[src/intc_pkg.sv]
// constants, types and decode functions of the vectored interrupt unit
package intc_pkg;

   // ----------------------------------------------------------------
   // sizes and machine-cycle timing
   // ----------------------------------------------------------------
   localparam int         NUM_SRC     = 6;
   localparam int         NUM_LEVELS  = 4;
   localparam logic [3:0] PHASE_LAST  = 4'hb;
   localparam logic [3:0] PHASE_STATE5_PHASE2  = 4'h9;
   localparam logic [3:0] PHASE_STATE2_PHASE2  = 4'h3;
   localparam logic [1:0] CALL_CYCLES = 2'h2;

   // ----------------------------------------------------------------
   // register addresses and reset values
   // ----------------------------------------------------------------
   localparam logic [7:0] PRIO_HIGH_ADDR = 8'hb7;
   localparam logic [7:0] PRIO_LOW_ADDR  = 8'hb8;
   localparam logic [7:0] ENABLE_ADDR    = 8'ha8;
   localparam logic [7:0] FLAGS_A_ADDR   = 8'h88;
   localparam logic [7:0] FLAGS_B_ADDR   = 8'h98;
   localparam logic [7:0] ENABLE_RESET   = 8'h00;
   localparam logic [5:0] PRIO_RESET     = 6'h00;
   localparam logic [7:0] ENABLE_MASK    = 8'hbf;

   // ----------------------------------------------------------------
   // field positions
   // ----------------------------------------------------------------
   localparam int GLOBAL_EN_BIT = 7;
   localparam int EXT0_TRIG_BIT = 0;
   localparam int EXT0_FLAG_BIT = 1;
   localparam int T0_FLAG_BIT   = 5;
   localparam int RX_BIT        = 0;
   localparam int TX_BIT        = 1;
   localparam int T2_EXT_BIT    = 6;
   localparam int T2_OVF_BIT    = 7;

   // ----------------------------------------------------------------
   // vectors
   // ----------------------------------------------------------------
   localparam logic [15:0] VECTOR_BASE = 16'h0003;

   // ----------------------------------------------------------------
   // types
   // ----------------------------------------------------------------
   typedef struct packed {
      logic [7:0] addr;
      logic [7:0] wdata;
      logic       wr;
      logic       rd;
   } sfr_req_t;

   typedef struct packed {
      logic [15:0] vector;
      logic [1:0]  level;
      logic [2:0]  source;
   } call_t;

   // ----------------------------------------------------------------
   // functions
   // ----------------------------------------------------------------
   function automatic logic [1:0] highest4(input logic [3:0] v);
      logic [1:0] r;
      r = 2'h0;
      for (int i = 0; i < NUM_LEVELS; i++) begin
         if (v[i]) begin
            r = 2'(i);
         end
      end
      return r;
   endfunction

   function automatic logic [2:0] lowest6(input logic [5:0] v);
      logic [2:0] r;
      r = 3'h0;
      for (int i = NUM_SRC - 1; i >= 0; i--) begin
         if (v[i]) begin
            r = 3'(i);
         end
      end
      return r;
   endfunction

   function automatic logic [15:0] vector_of(input logic [2:0] src);
      return VECTOR_BASE + {10'h000, src, 3'h0};
   endfunction

endpackage
[src/four_level_vectored_interrupt_unit.sv]
// four-level vectored interrupt unit with flags, enables and priorities
//
// Behaviour
// - level is high bit over low bit
// - fixed polling order breaks same-level ties
// - sample flags at STATE5_PHASE2, poll at PHASE_LAST of the same cycle
// - equal or higher level in progress blocks
// - vector only in instruction's final cycle
// - return or enable/priority write delays one instruction
// - denied requests are not remembered
// - acknowledge by forced call, status word unsaved
// - fixed vector per source, eight bytes apart
// - vectoring clears edge and timer0/1 flags only
// - interrupt return clears current in-progress level
// - plain return leaves in-progress level set
// - pins inverted and latched at STATE5_PHASE2
// - timer2 overflow set STATE2_PHASE2, polled same cycle
// - forced call lasts two machine cycles
// - single-source latency between three and nine
// - global enable gates every source enable
// - trigger select one edge, zero level
// - serial and timer2 requests are ORs
// - software flag writes act like hardware
`timescale 1ns/100ps
`default_nettype none
module four_level_vectored_interrupt_unit
   import intc_pkg::*;
(
   input  wire logic     clk,
   input  wire logic     reset,
   input  wire sfr_req_t sfr_req,
   input  wire logic     ext0_request_pin,
   input  wire logic     ext1_request_pin,
   input  wire logic     timer0_overflow,
   input  wire logic     timer1_overflow,
   input  wire logic     timer2_overflow,
   input  wire logic     timer2_external_event,
   input  wire logic     serial_rx_event,
   input  wire logic     serial_tx_event,
   input  wire logic     last_cycle,
   input  wire logic     return_from_interrupt_instr_exec,
   output logic [7:0]    sfr_rdata_q,
   output logic          call_req_q,
   output call_t         call_q,
   output logic          call_busy_q,
   output logic [3:0]    in_progress_q
);

   typedef enum logic {ST_IDLE, ST_CALL} call_state_t;

   // ----------------------------------------------------------------
   // state
   // ----------------------------------------------------------------
   logic [3:0]  phase_q;
   logic [7:0]  enable_q;
   logic [5:0]  prio_low_q;
   logic [5:0]  prio_high_q;
   logic [1:0]  trig_q;
   logic [1:0]  ext_flag_q;
   logic [1:0]  pin_prev_q;
   logic [1:0]  tflag_q;
   logic        rx_q;
   logic        tx_q;
   logic        t2e_q;
   logic        t2o_q;
   logic [5:0]  pend_q;
   logic [5:0]  sample_q;
   logic        sensitive_q;
   call_state_t state_q;
   call_state_t state_d;
   logic [1:0]  call_left_q;

   // ----------------------------------------------------------------
   // phase decode and register decode
   // ----------------------------------------------------------------
   wire logic       s5     = (phase_q == PHASE_STATE5_PHASE2);
   wire logic       s2     = (phase_q == PHASE_STATE2_PHASE2);
   wire logic       mc_end = (phase_q == PHASE_LAST);
   wire logic [7:0] wd     = sfr_req.wdata;
   wire logic       wr_en  = sfr_req.wr && (sfr_req.addr == ENABLE_ADDR);
   wire logic       wr_pl  = sfr_req.wr && (sfr_req.addr == PRIO_LOW_ADDR);
   wire logic       wr_ph  = sfr_req.wr && (sfr_req.addr == PRIO_HIGH_ADDR);
   wire logic       wr_fa  = sfr_req.wr && (sfr_req.addr == FLAGS_A_ADDR);
   wire logic       wr_fb  = sfr_req.wr && (sfr_req.addr == FLAGS_B_ADDR);

   // ----------------------------------------------------------------
   // arbitration and call decision
   // ----------------------------------------------------------------
   wire logic [5:0] gated;
   wire logic       grant_valid;
   wire logic [2:0] grant_src;
   wire logic [1:0] grant_level;
   wire logic       take;
   wire logic [5:0] vec_clr;
   wire logic [3:0] return_from_interrupt_instr_clr;

   assign gated = sample_q & enable_q[5:0] &
                  {6{enable_q[GLOBAL_EN_BIT]}};

   intc_level_arbiter u_arb (
      .req         (gated),
      .prio_high   (prio_high_q),
      .prio_low    (prio_low_q),
      .in_progress (in_progress_q),
      .grant_valid (grant_valid),
      .grant_src   (grant_src),
      .grant_level (grant_level)
   );

   assign take = mc_end && (state_q == ST_IDLE) && grant_valid &&
                 last_cycle && !sensitive_q;
   assign vec_clr  = take ? (6'h01 << grant_src) : 6'h00;
   assign return_from_interrupt_instr_clr = (return_from_interrupt_instr_exec && (|in_progress_q)) ?
                     (4'h1 << highest4(in_progress_q)) : 4'h0;

   // ----------------------------------------------------------------
   // request flags
   // ----------------------------------------------------------------
   wire logic [1:0] pin_low  = {~ext1_request_pin, ~ext0_request_pin};
   wire logic [1:0] edge_set = {2{s5}} & pin_low & ~pin_prev_q;
   wire logic [5:0] events   = {timer2_overflow, timer2_external_event,
                                serial_tx_event, serial_rx_event,
                                timer1_overflow, timer0_overflow};
   wire logic [5:0] apply    = {s2, {5{s5}}};
   wire logic [5:0] fire     = apply & pend_q;
   wire logic [5:0] pend_d   = events | (pend_q & ~apply);
   wire logic [1:0] trig_d;
   wire logic [1:0] ext_flag_d;
   wire logic [1:0] tflag_d;

   genvar k;
   generate
      for (k = 0; k < 2; k++) begin : g_pair
         localparam int TB = EXT0_TRIG_BIT + 2 * k;
         localparam int FB = EXT0_FLAG_BIT + 2 * k;
         localparam int TF = T0_FLAG_BIT + 2 * k;
         wire logic ext_base = wr_fa ? wd[FB] : ext_flag_q[k];
         wire logic t_base   = wr_fa ? wd[TF] : tflag_q[k];
         assign trig_d[k] = wr_fa ? wd[TB] : trig_q[k];
         assign ext_flag_d[k] = trig_q[k] ?
            (edge_set[k] | (ext_base & ~vec_clr[2 * k])) :
            (s5 ? pin_low[k] : ext_base);
         assign tflag_d[k] = fire[k] | (t_base & ~vec_clr[2 * k + 1]);
      end
   endgenerate

   wire logic rx_d  = fire[0 + 2] | (wr_fb ? wd[RX_BIT] : rx_q);
   wire logic tx_d  = fire[1 + 2] | (wr_fb ? wd[TX_BIT] : tx_q);
   wire logic t2e_d = fire[4] | (wr_fb ? wd[T2_EXT_BIT] : t2e_q);
   wire logic t2o_d = fire[5] | (wr_fb ? wd[T2_OVF_BIT] : t2o_q);

   wire logic [5:0] req_vec = {t2o_q | t2e_q, rx_q | tx_q, tflag_q[1],
                               ext_flag_q[1], tflag_q[0],
                               ext_flag_q[0]};

   // flags latched at STATE5_PHASE2 are sampled in that same edge
   wire logic [5:0] req_nxt = {t2o_d | t2e_d, rx_d | tx_d, tflag_d[1],
                               ext_flag_d[1], tflag_d[0], ext_flag_d[0]};

   // timer2 overflow joins the samples in its own cycle
   wire logic [5:0] sample_d = s5 ? req_nxt :
      {sample_q[5] | (s2 & pend_q[5]), sample_q[4:0]};

   // ----------------------------------------------------------------
   // in-progress, sensitivity and call sequencing
   // ----------------------------------------------------------------
   wire logic [3:0] in_prog_d = (in_progress_q & ~return_from_interrupt_instr_clr) |
      (take ? (4'h1 << grant_level) : 4'h0);
   wire logic sens_set = return_from_interrupt_instr_exec | wr_en | wr_pl | wr_ph;
   wire logic sensitive_d = sens_set |
      (sensitive_q & ~(mc_end & last_cycle));

   always_comb begin
      state_d = state_q;
      unique case (state_q)
         ST_IDLE: begin
            if (take) begin
               state_d = ST_CALL;
            end
         end
         ST_CALL: begin
            if (mc_end && (call_left_q == 2'h1)) begin
               state_d = ST_IDLE;
            end
         end
      endcase
   end

   wire logic [1:0] call_left_d = take ? CALL_CYCLES :
      ((state_q == ST_CALL && mc_end) ? (call_left_q - 2'h1) : call_left_q);

   // ----------------------------------------------------------------
   // read data
   // ----------------------------------------------------------------
   wire logic [7:0] flags_a = {tflag_q[1], 1'b0, tflag_q[0], 1'b0,
                               ext_flag_q[1], trig_q[1],
                               ext_flag_q[0], trig_q[0]};
   wire logic [7:0] flags_b = {t2o_q, t2e_q, 4'h0, tx_q, rx_q};
   wire logic [7:0] rd_mux =
      (sfr_req.addr == ENABLE_ADDR)    ? enable_q :
      (sfr_req.addr == PRIO_LOW_ADDR)  ? {2'h0, prio_low_q} :
      (sfr_req.addr == PRIO_HIGH_ADDR) ? {2'h0, prio_high_q} :
      (sfr_req.addr == FLAGS_A_ADDR)   ? flags_a :
      (sfr_req.addr == FLAGS_B_ADDR)   ? flags_b : 8'h00;

   // ----------------------------------------------------------------
   // registers
   // ----------------------------------------------------------------
   always_ff @(posedge clk or posedge reset) begin
      if (reset) begin
         phase_q <= 4'h0;
      end else begin
         phase_q <= mc_end ? 4'h0 : (phase_q + 4'h1);
      end
   end

   always_ff @(posedge clk or posedge reset) begin
      if (reset) begin
         enable_q    <= ENABLE_RESET;
         prio_low_q  <= PRIO_RESET;
         prio_high_q <= PRIO_RESET;
         sfr_rdata_q <= 8'h00;
      end else begin
         enable_q    <= wr_en ? (wd & ENABLE_MASK) : enable_q;
         prio_low_q  <= wr_pl ? wd[5:0] : prio_low_q;
         prio_high_q <= wr_ph ? wd[5:0] : prio_high_q;
         sfr_rdata_q <= sfr_req.rd ? rd_mux : 8'h00;
      end
   end

   always_ff @(posedge clk or posedge reset) begin
      if (reset) begin
         trig_q     <= 2'h0;
         ext_flag_q <= 2'h0;
         pin_prev_q <= 2'h0;
         tflag_q    <= 2'h0;
         {rx_q, tx_q, t2e_q, t2o_q} <= 4'h0;
         pend_q     <= 6'h00;
         sample_q   <= 6'h00;
      end else begin
         trig_q     <= trig_d;
         ext_flag_q <= ext_flag_d;
         pin_prev_q <= s5 ? pin_low : pin_prev_q;
         tflag_q    <= tflag_d;
         {rx_q, tx_q, t2e_q, t2o_q} <= {rx_d, tx_d, t2e_d, t2o_d};
         pend_q     <= pend_d;
         sample_q   <= sample_d;
      end
   end

   always_ff @(posedge clk or posedge reset) begin
      if (reset) begin
         state_q       <= ST_IDLE;
         call_left_q   <= 2'h0;
         call_busy_q   <= 1'b0;
         call_req_q    <= 1'b0;
         call_q        <= '0;
         in_progress_q <= 4'h0;
         sensitive_q   <= 1'b0;
      end else begin
         state_q       <= state_d;
         call_left_q   <= call_left_d;
         call_busy_q   <= (state_d == ST_CALL);
         call_req_q    <= take;
         call_q        <= take ? call_t'{vector_of(grant_src), grant_level,
                                         grant_src} : call_q;
         in_progress_q <= in_prog_d;
         sensitive_q   <= sensitive_d;
      end
   end
endmodule // four_level_vectored_interrupt_unit
`default_nettype wire

[src/intc_level_arbiter.sv]
// level and polling-order arbitration of the sampled requests
`timescale 1ns/100ps
`default_nettype none
module intc_level_arbiter
   import intc_pkg::*;
(
   input  wire logic [5:0] req,
   input  wire logic [5:0] prio_high,
   input  wire logic [5:0] prio_low,
   input  wire logic [3:0] in_progress,
   output logic            grant_valid,
   output logic [2:0]      grant_src,
   output logic [1:0]      grant_level
);

   // ----------------------------------------------------------------
   // per-level request masks
   // ----------------------------------------------------------------
   wire logic [5:0] at_level [NUM_LEVELS];
   wire logic [3:0] level_any;
   wire logic [1:0] top_level;
   wire logic [1:0] busy_level;
   wire logic       allowed;

   genvar l, i;
   generate
      for (l = 0; l < NUM_LEVELS; l++) begin : g_level
         for (i = 0; i < NUM_SRC; i++) begin : g_src
            assign at_level[l][i] = req[i] &&
               ({prio_high[i], prio_low[i]} == 2'(l));
         end
         assign level_any[l] = |at_level[l];
      end
   endgenerate

   // ----------------------------------------------------------------
   // winner and blocking
   // ----------------------------------------------------------------
   assign top_level   = highest4(level_any);
   assign busy_level  = highest4(in_progress);
   assign allowed     = !(|in_progress) || (top_level > busy_level);
   assign grant_valid = (|level_any) && allowed;
   assign grant_src   = lowest6(at_level[top_level]);
   assign grant_level = top_level;

endmodule // intc_level_arbiter
`default_nettype wire

[config.mk]
export PLATFORM = sky130hd
export DESIGN_NAME = four_level_vectored_interrupt_unit
export DESIGN_NICKNAME = d
export VERILOG_FILES = /design/src/intc_pkg.sv /design/src/four_level_vectored_interrupt_unit.sv /design/src/intc_level_arbiter.sv
export SDC_FILE = /design/constraint.sdc
export NUM_CORES = 1
export LEC_CHECK = 0
export ABC_AREA = 1
export BUFFER_PORTS_ARGS = -buffer_cell sky130_fd_sc_hd__buf_4
export CAP_MARGIN = 5
export CORE_MARGIN = 4
export CORE_UTILIZATION = 40
export CTS_CLUSTER_SIZE = 12
export DETAILED_ROUTE_END_ITERATION = 16
export GPL_ROUTABILITY_DRIVEN = 0
export PLACE_DENSITY = 0.59
export RECOVER_POWER = 100
export SYNTH_ARGS = -nofsm -noshare
export SYNTH_HDL_FRONTEND = slang
export SYNTH_HIERARCHICAL = 1
export SYNTH_SLANG_ARGS = --single-unit
[constraint.sdc]
create_clock -name clk -period 2.45 [get_ports clk]
set_input_delay 0.1225 -clock clk [delete_from_list [all_inputs] [get_ports clk]]
set_output_delay 0.1225 -clock clk [all_outputs]
set_load 0.01 [all_outputs]
==> impl_metrics.json <==
{
  "grt_util_all_layers_pct": 19.30,
  "yosysUniqueCellTypes": 43,
  "worst_pin_slew_ns": 1.730,
  "endpoint_kind": "flip-flop",
  "holdPathStages": 3,
  "die_area_mm2": 0.01179,
  "worstPathMaxFanout": 6,
  "layout.nets": 688,
  "hp-class": "in -> reg",
  "initial_utilization_pct": 41.22,
  "synth-compound-area-share_pct": 13.14,
  "max_freq_mhz": 366.1,
  "ys_seq_area_share_pct": 43.28,
  "wl_um": 11000,
  "rsz0062_at_grt": "yes",
  "irDropWorstVdd_uv": 266.6,
  "coreArea_mm2": 0.009819,
  "syn_inst": 520,
  "synth-xor-area-share_pct": 0,
  "clock-sinks": 70,
  "grt_overflow": 0,
  "clk_path_buf_depth": 2,
  "detailed_place_hpwl_um": 7975,
  "relSlewSlack_pct": -15.36,
  "fin_hold_ws_ns": 0.01244,
  "reg2regPathDepth": 21,
  "avgSynthCellArea_um2": 7.784,
  "leakage_nw": 2.860,
  "synth_top_family_by_area": "simple AND/OR/NAND/NOR gates",
  "reg2reg_from": "enable_q[7]",
  "fin_skew_ns": 0.01754,
  "layout_common_cells": "131 x nand2_1, 122 x buf_4, 70 x dfrtp_1, 56 x inv_1, 31 x nor2_1",
  "grt_max_degree": 71,
  "cts_htree_levels": 3,
  "hold_violations": 0,
  "fillers": 946,
  "num_vias": 3806,
  "port_buffers": 53,
  "numCtsBuffers": 9,
  "layout_setup_ws_ns": -0.2818,
  "worstReg2RegEnd": "sample_q[1]",
  "syn_area_mm2": 0.004048,
  "multi_input_area_mm2": 0.002090,
  "final_common_cell": "nand2_1",
  "critPathKind": "reg -> reg",
  "die_w_um": 108.6,
  "dieHeight_um": 108.6,
  "post-route-drc-count": 0,
  "yosysWarnings": 6,
  "worstPathArrival_ns": 2.97,
  "min-delay-start": "return_from_interrupt_instr_exec",
  "status": "finished, violations left",
  "drt-pass1-iter-count": 4,
  "period_minus_slack_ns": 2.732,
  "clk_pin_slew_ns": 0.08,
  "pin_count": 65,
  "synthAdderAreaFrac_pct": 1.546,
  "synth-simple-area-share_pct": 31.13,
  "grt_pass1_wl_um": 17750,
  "cap_violations": 1,
  "required_ns": 2.69,
  "first_global_vias": 3650,
  "vias_per_cell": 4.812,
  "cts_tree": "done",
  "power_density_mw_per_mm2": 450.9,
  "drtAntennaViolNets": 0,
  "core.rowCount": 36,
  "ys_ff_latch": 70,
  "register_area_mm2": 0.001752,
  "clkLatencyLatePin_ns": 0.36,
  "holdPathEnd": "sensitive_q",
  "drt_iter0_drc": 197,
  "stdcell_area_mm2": 0.005597,
  "yosysTopAreaCell": "dfrtp_1",
  "synth_area_leaders": "dfrtp_1 43%, nand2_1 13%, inv_1 5.5%, nor2_1 4.1%, buf_4 3.5%",
  "root_buffer": "clkbuf_8",
  "dpl-instance-area_mm2": 0.004918,
  "start_kind": "flip-flop",
  "period_share_pct": 111.5,
  "violations": "max-capacitance violations, max-slew violations, negative setup slack",
  "drive_gt1_share_pct": 37.23,
  "setup_violations": 22,
  "synthMuxAreaShare_pct": 0,
  "avgRoutedWirePerCell_um": 13.91,
  "r2r_slack_ns": -0.28,
  "pre_cts_slack_ns": -0.3670,
  "area_delta_synth_final_pct": 38.27,
  "num_antenna_cells": 0,
  "antenna_found_initial": 0,
  "slew_violations": 71,
  "synth_top_area_share_pct": 43.28
}
[layer usage]
layer  vias to the layer above  wire length (um)  part of all wire (%)  track usage (%)
li1                       1909                 -                     -                -
met1                      1807              4937                    45            25.14
met2                        73              5513                    50            32.13
met3                        17               367                   3.3            3.940
met4                         0               185                   1.7            6.222
met5                         -                 0                     0                0
[critical path, cell delays in order (launching register included)]
cell      delay, ns
dfrtp_1        0.42
clkinv_4       0.14
nor2_4         0.14
buf_4          0.13
nand3_2        0.09
and2_4         0.17
nand3_4        0.09
nand2_4        0.08
nand2_8        0.10
buf_6          0.12
nand2_1        0.04
o21ai_1        0.10
a21oi_2        0.10
buf_4          0.14
a21oi_4        0.19
inv_2          0.07
nor3_2         0.18
nand2_2        0.09
nand3_2        0.07
o21ai_2        0.06
nand2_1        0.05
nand2_1        0.05
[worst max-delay path by stage]
stage | slack, ns | cells after the start | from | to
after global routing | -0.47 | 20 | enable_q[7] | sample_q[1]
after global placement | -0.26 | 20 | enable_q[7] | sample_q[3]
after CTS | -0.21 | 22 | enable_q[7] | sample_q[1]
after floorplan | -0.03 | 22 | enable_q[7] | sample_q[2]
final | -0.28 | 21 | enable_q[7] | sample_q[1]
after detailed placement | -0.37 | 20 | enable_q[7] | sample_q[1]
[power by group]
group / internal, mW / leakage [nW] / switching, mW
Sequential: 1.18 / 0.866 / 0.0225
Clock: 0.656 / 0.120 / 0.441
Combinational: 0.0993 / 1.87 / 0.122
Total: 1.94 / 2.86 / 0.586
[timing repair]
item	in CTS	in global routing
hold buffers	7	0
resized for setup	19	50
cloned	0	1
setup buffers	10	10
pin swaps	5	37
endpoints found under the hold margin	76	0
setup endpoints to repair	22	22
[cell type report]
| type | count | share of cell area (%) |
|---|---|---|
| clock buffer | 13 | 3.018 |
| clock inverter | 3 | 1.163 |
| inverter | 69 | 4.896 |
| multi-input combinational | 367 | 37.34 |
| sequential | 70 | 31.30 |
| tap | 133 | 2.973 |
| timing repair buffer | 136 | 19.32 |
[synth_stat cells (all sizes together)]
library cell / instances
ha: 5
nand2: 154
o21ai: 48
and3: 1
nand4: 7
a41oi: 3
nor3: 4
o22ai: 1
a32o: 1
clkbuf: 1
o31ai: 2
o21bai: 10
a31oi: 1
nor3b: 1
o211ai: 2
buf: 23
or2: 4
nand3: 32
and2: 1
conb: 1
o221ai: 1
o41ai: 1
inv: 69
a21oi: 14
nor2: 61
dfrtp: 70
a21o: 1
o41a: 1
[flip-flops by register name, indices dropped and copies added (netlist names), 4 cells and up]
register       count
call_q             6
enable_q           7
in_progress_q      4
pend_q             6
phase_q            4
prio_high_q        6
prio_low_q         6
sample_q           6
sfr_rdata_q        8
[per-stage QoR]
stage	instances	TNS [ns]	util [%]	total power, mW
floorplan	530	-0.02679	-	1.335
global placement	747	-3.683	50.09	1.427
detailed placement	747	-5.807	50.09	1.430
CTS	780	-2.232	54.54	2.543
global route	791	-8.259	57.00	2.616
finish	791	-4.097	57.00	2.524
[cell families after synthesis]
| logic type | Yosys count |
|---|---|
| flip-flops | 70 |
| other | 1 |
| buffers and inverters | 93 |
| AND/OR/NAND/NOR | 265 |
| adder cells (fa/ha/maj) | 5 |
| AO/OA/AOI/OAI | 86 |
Note: power is estimated with default switching activity, not from simulation.
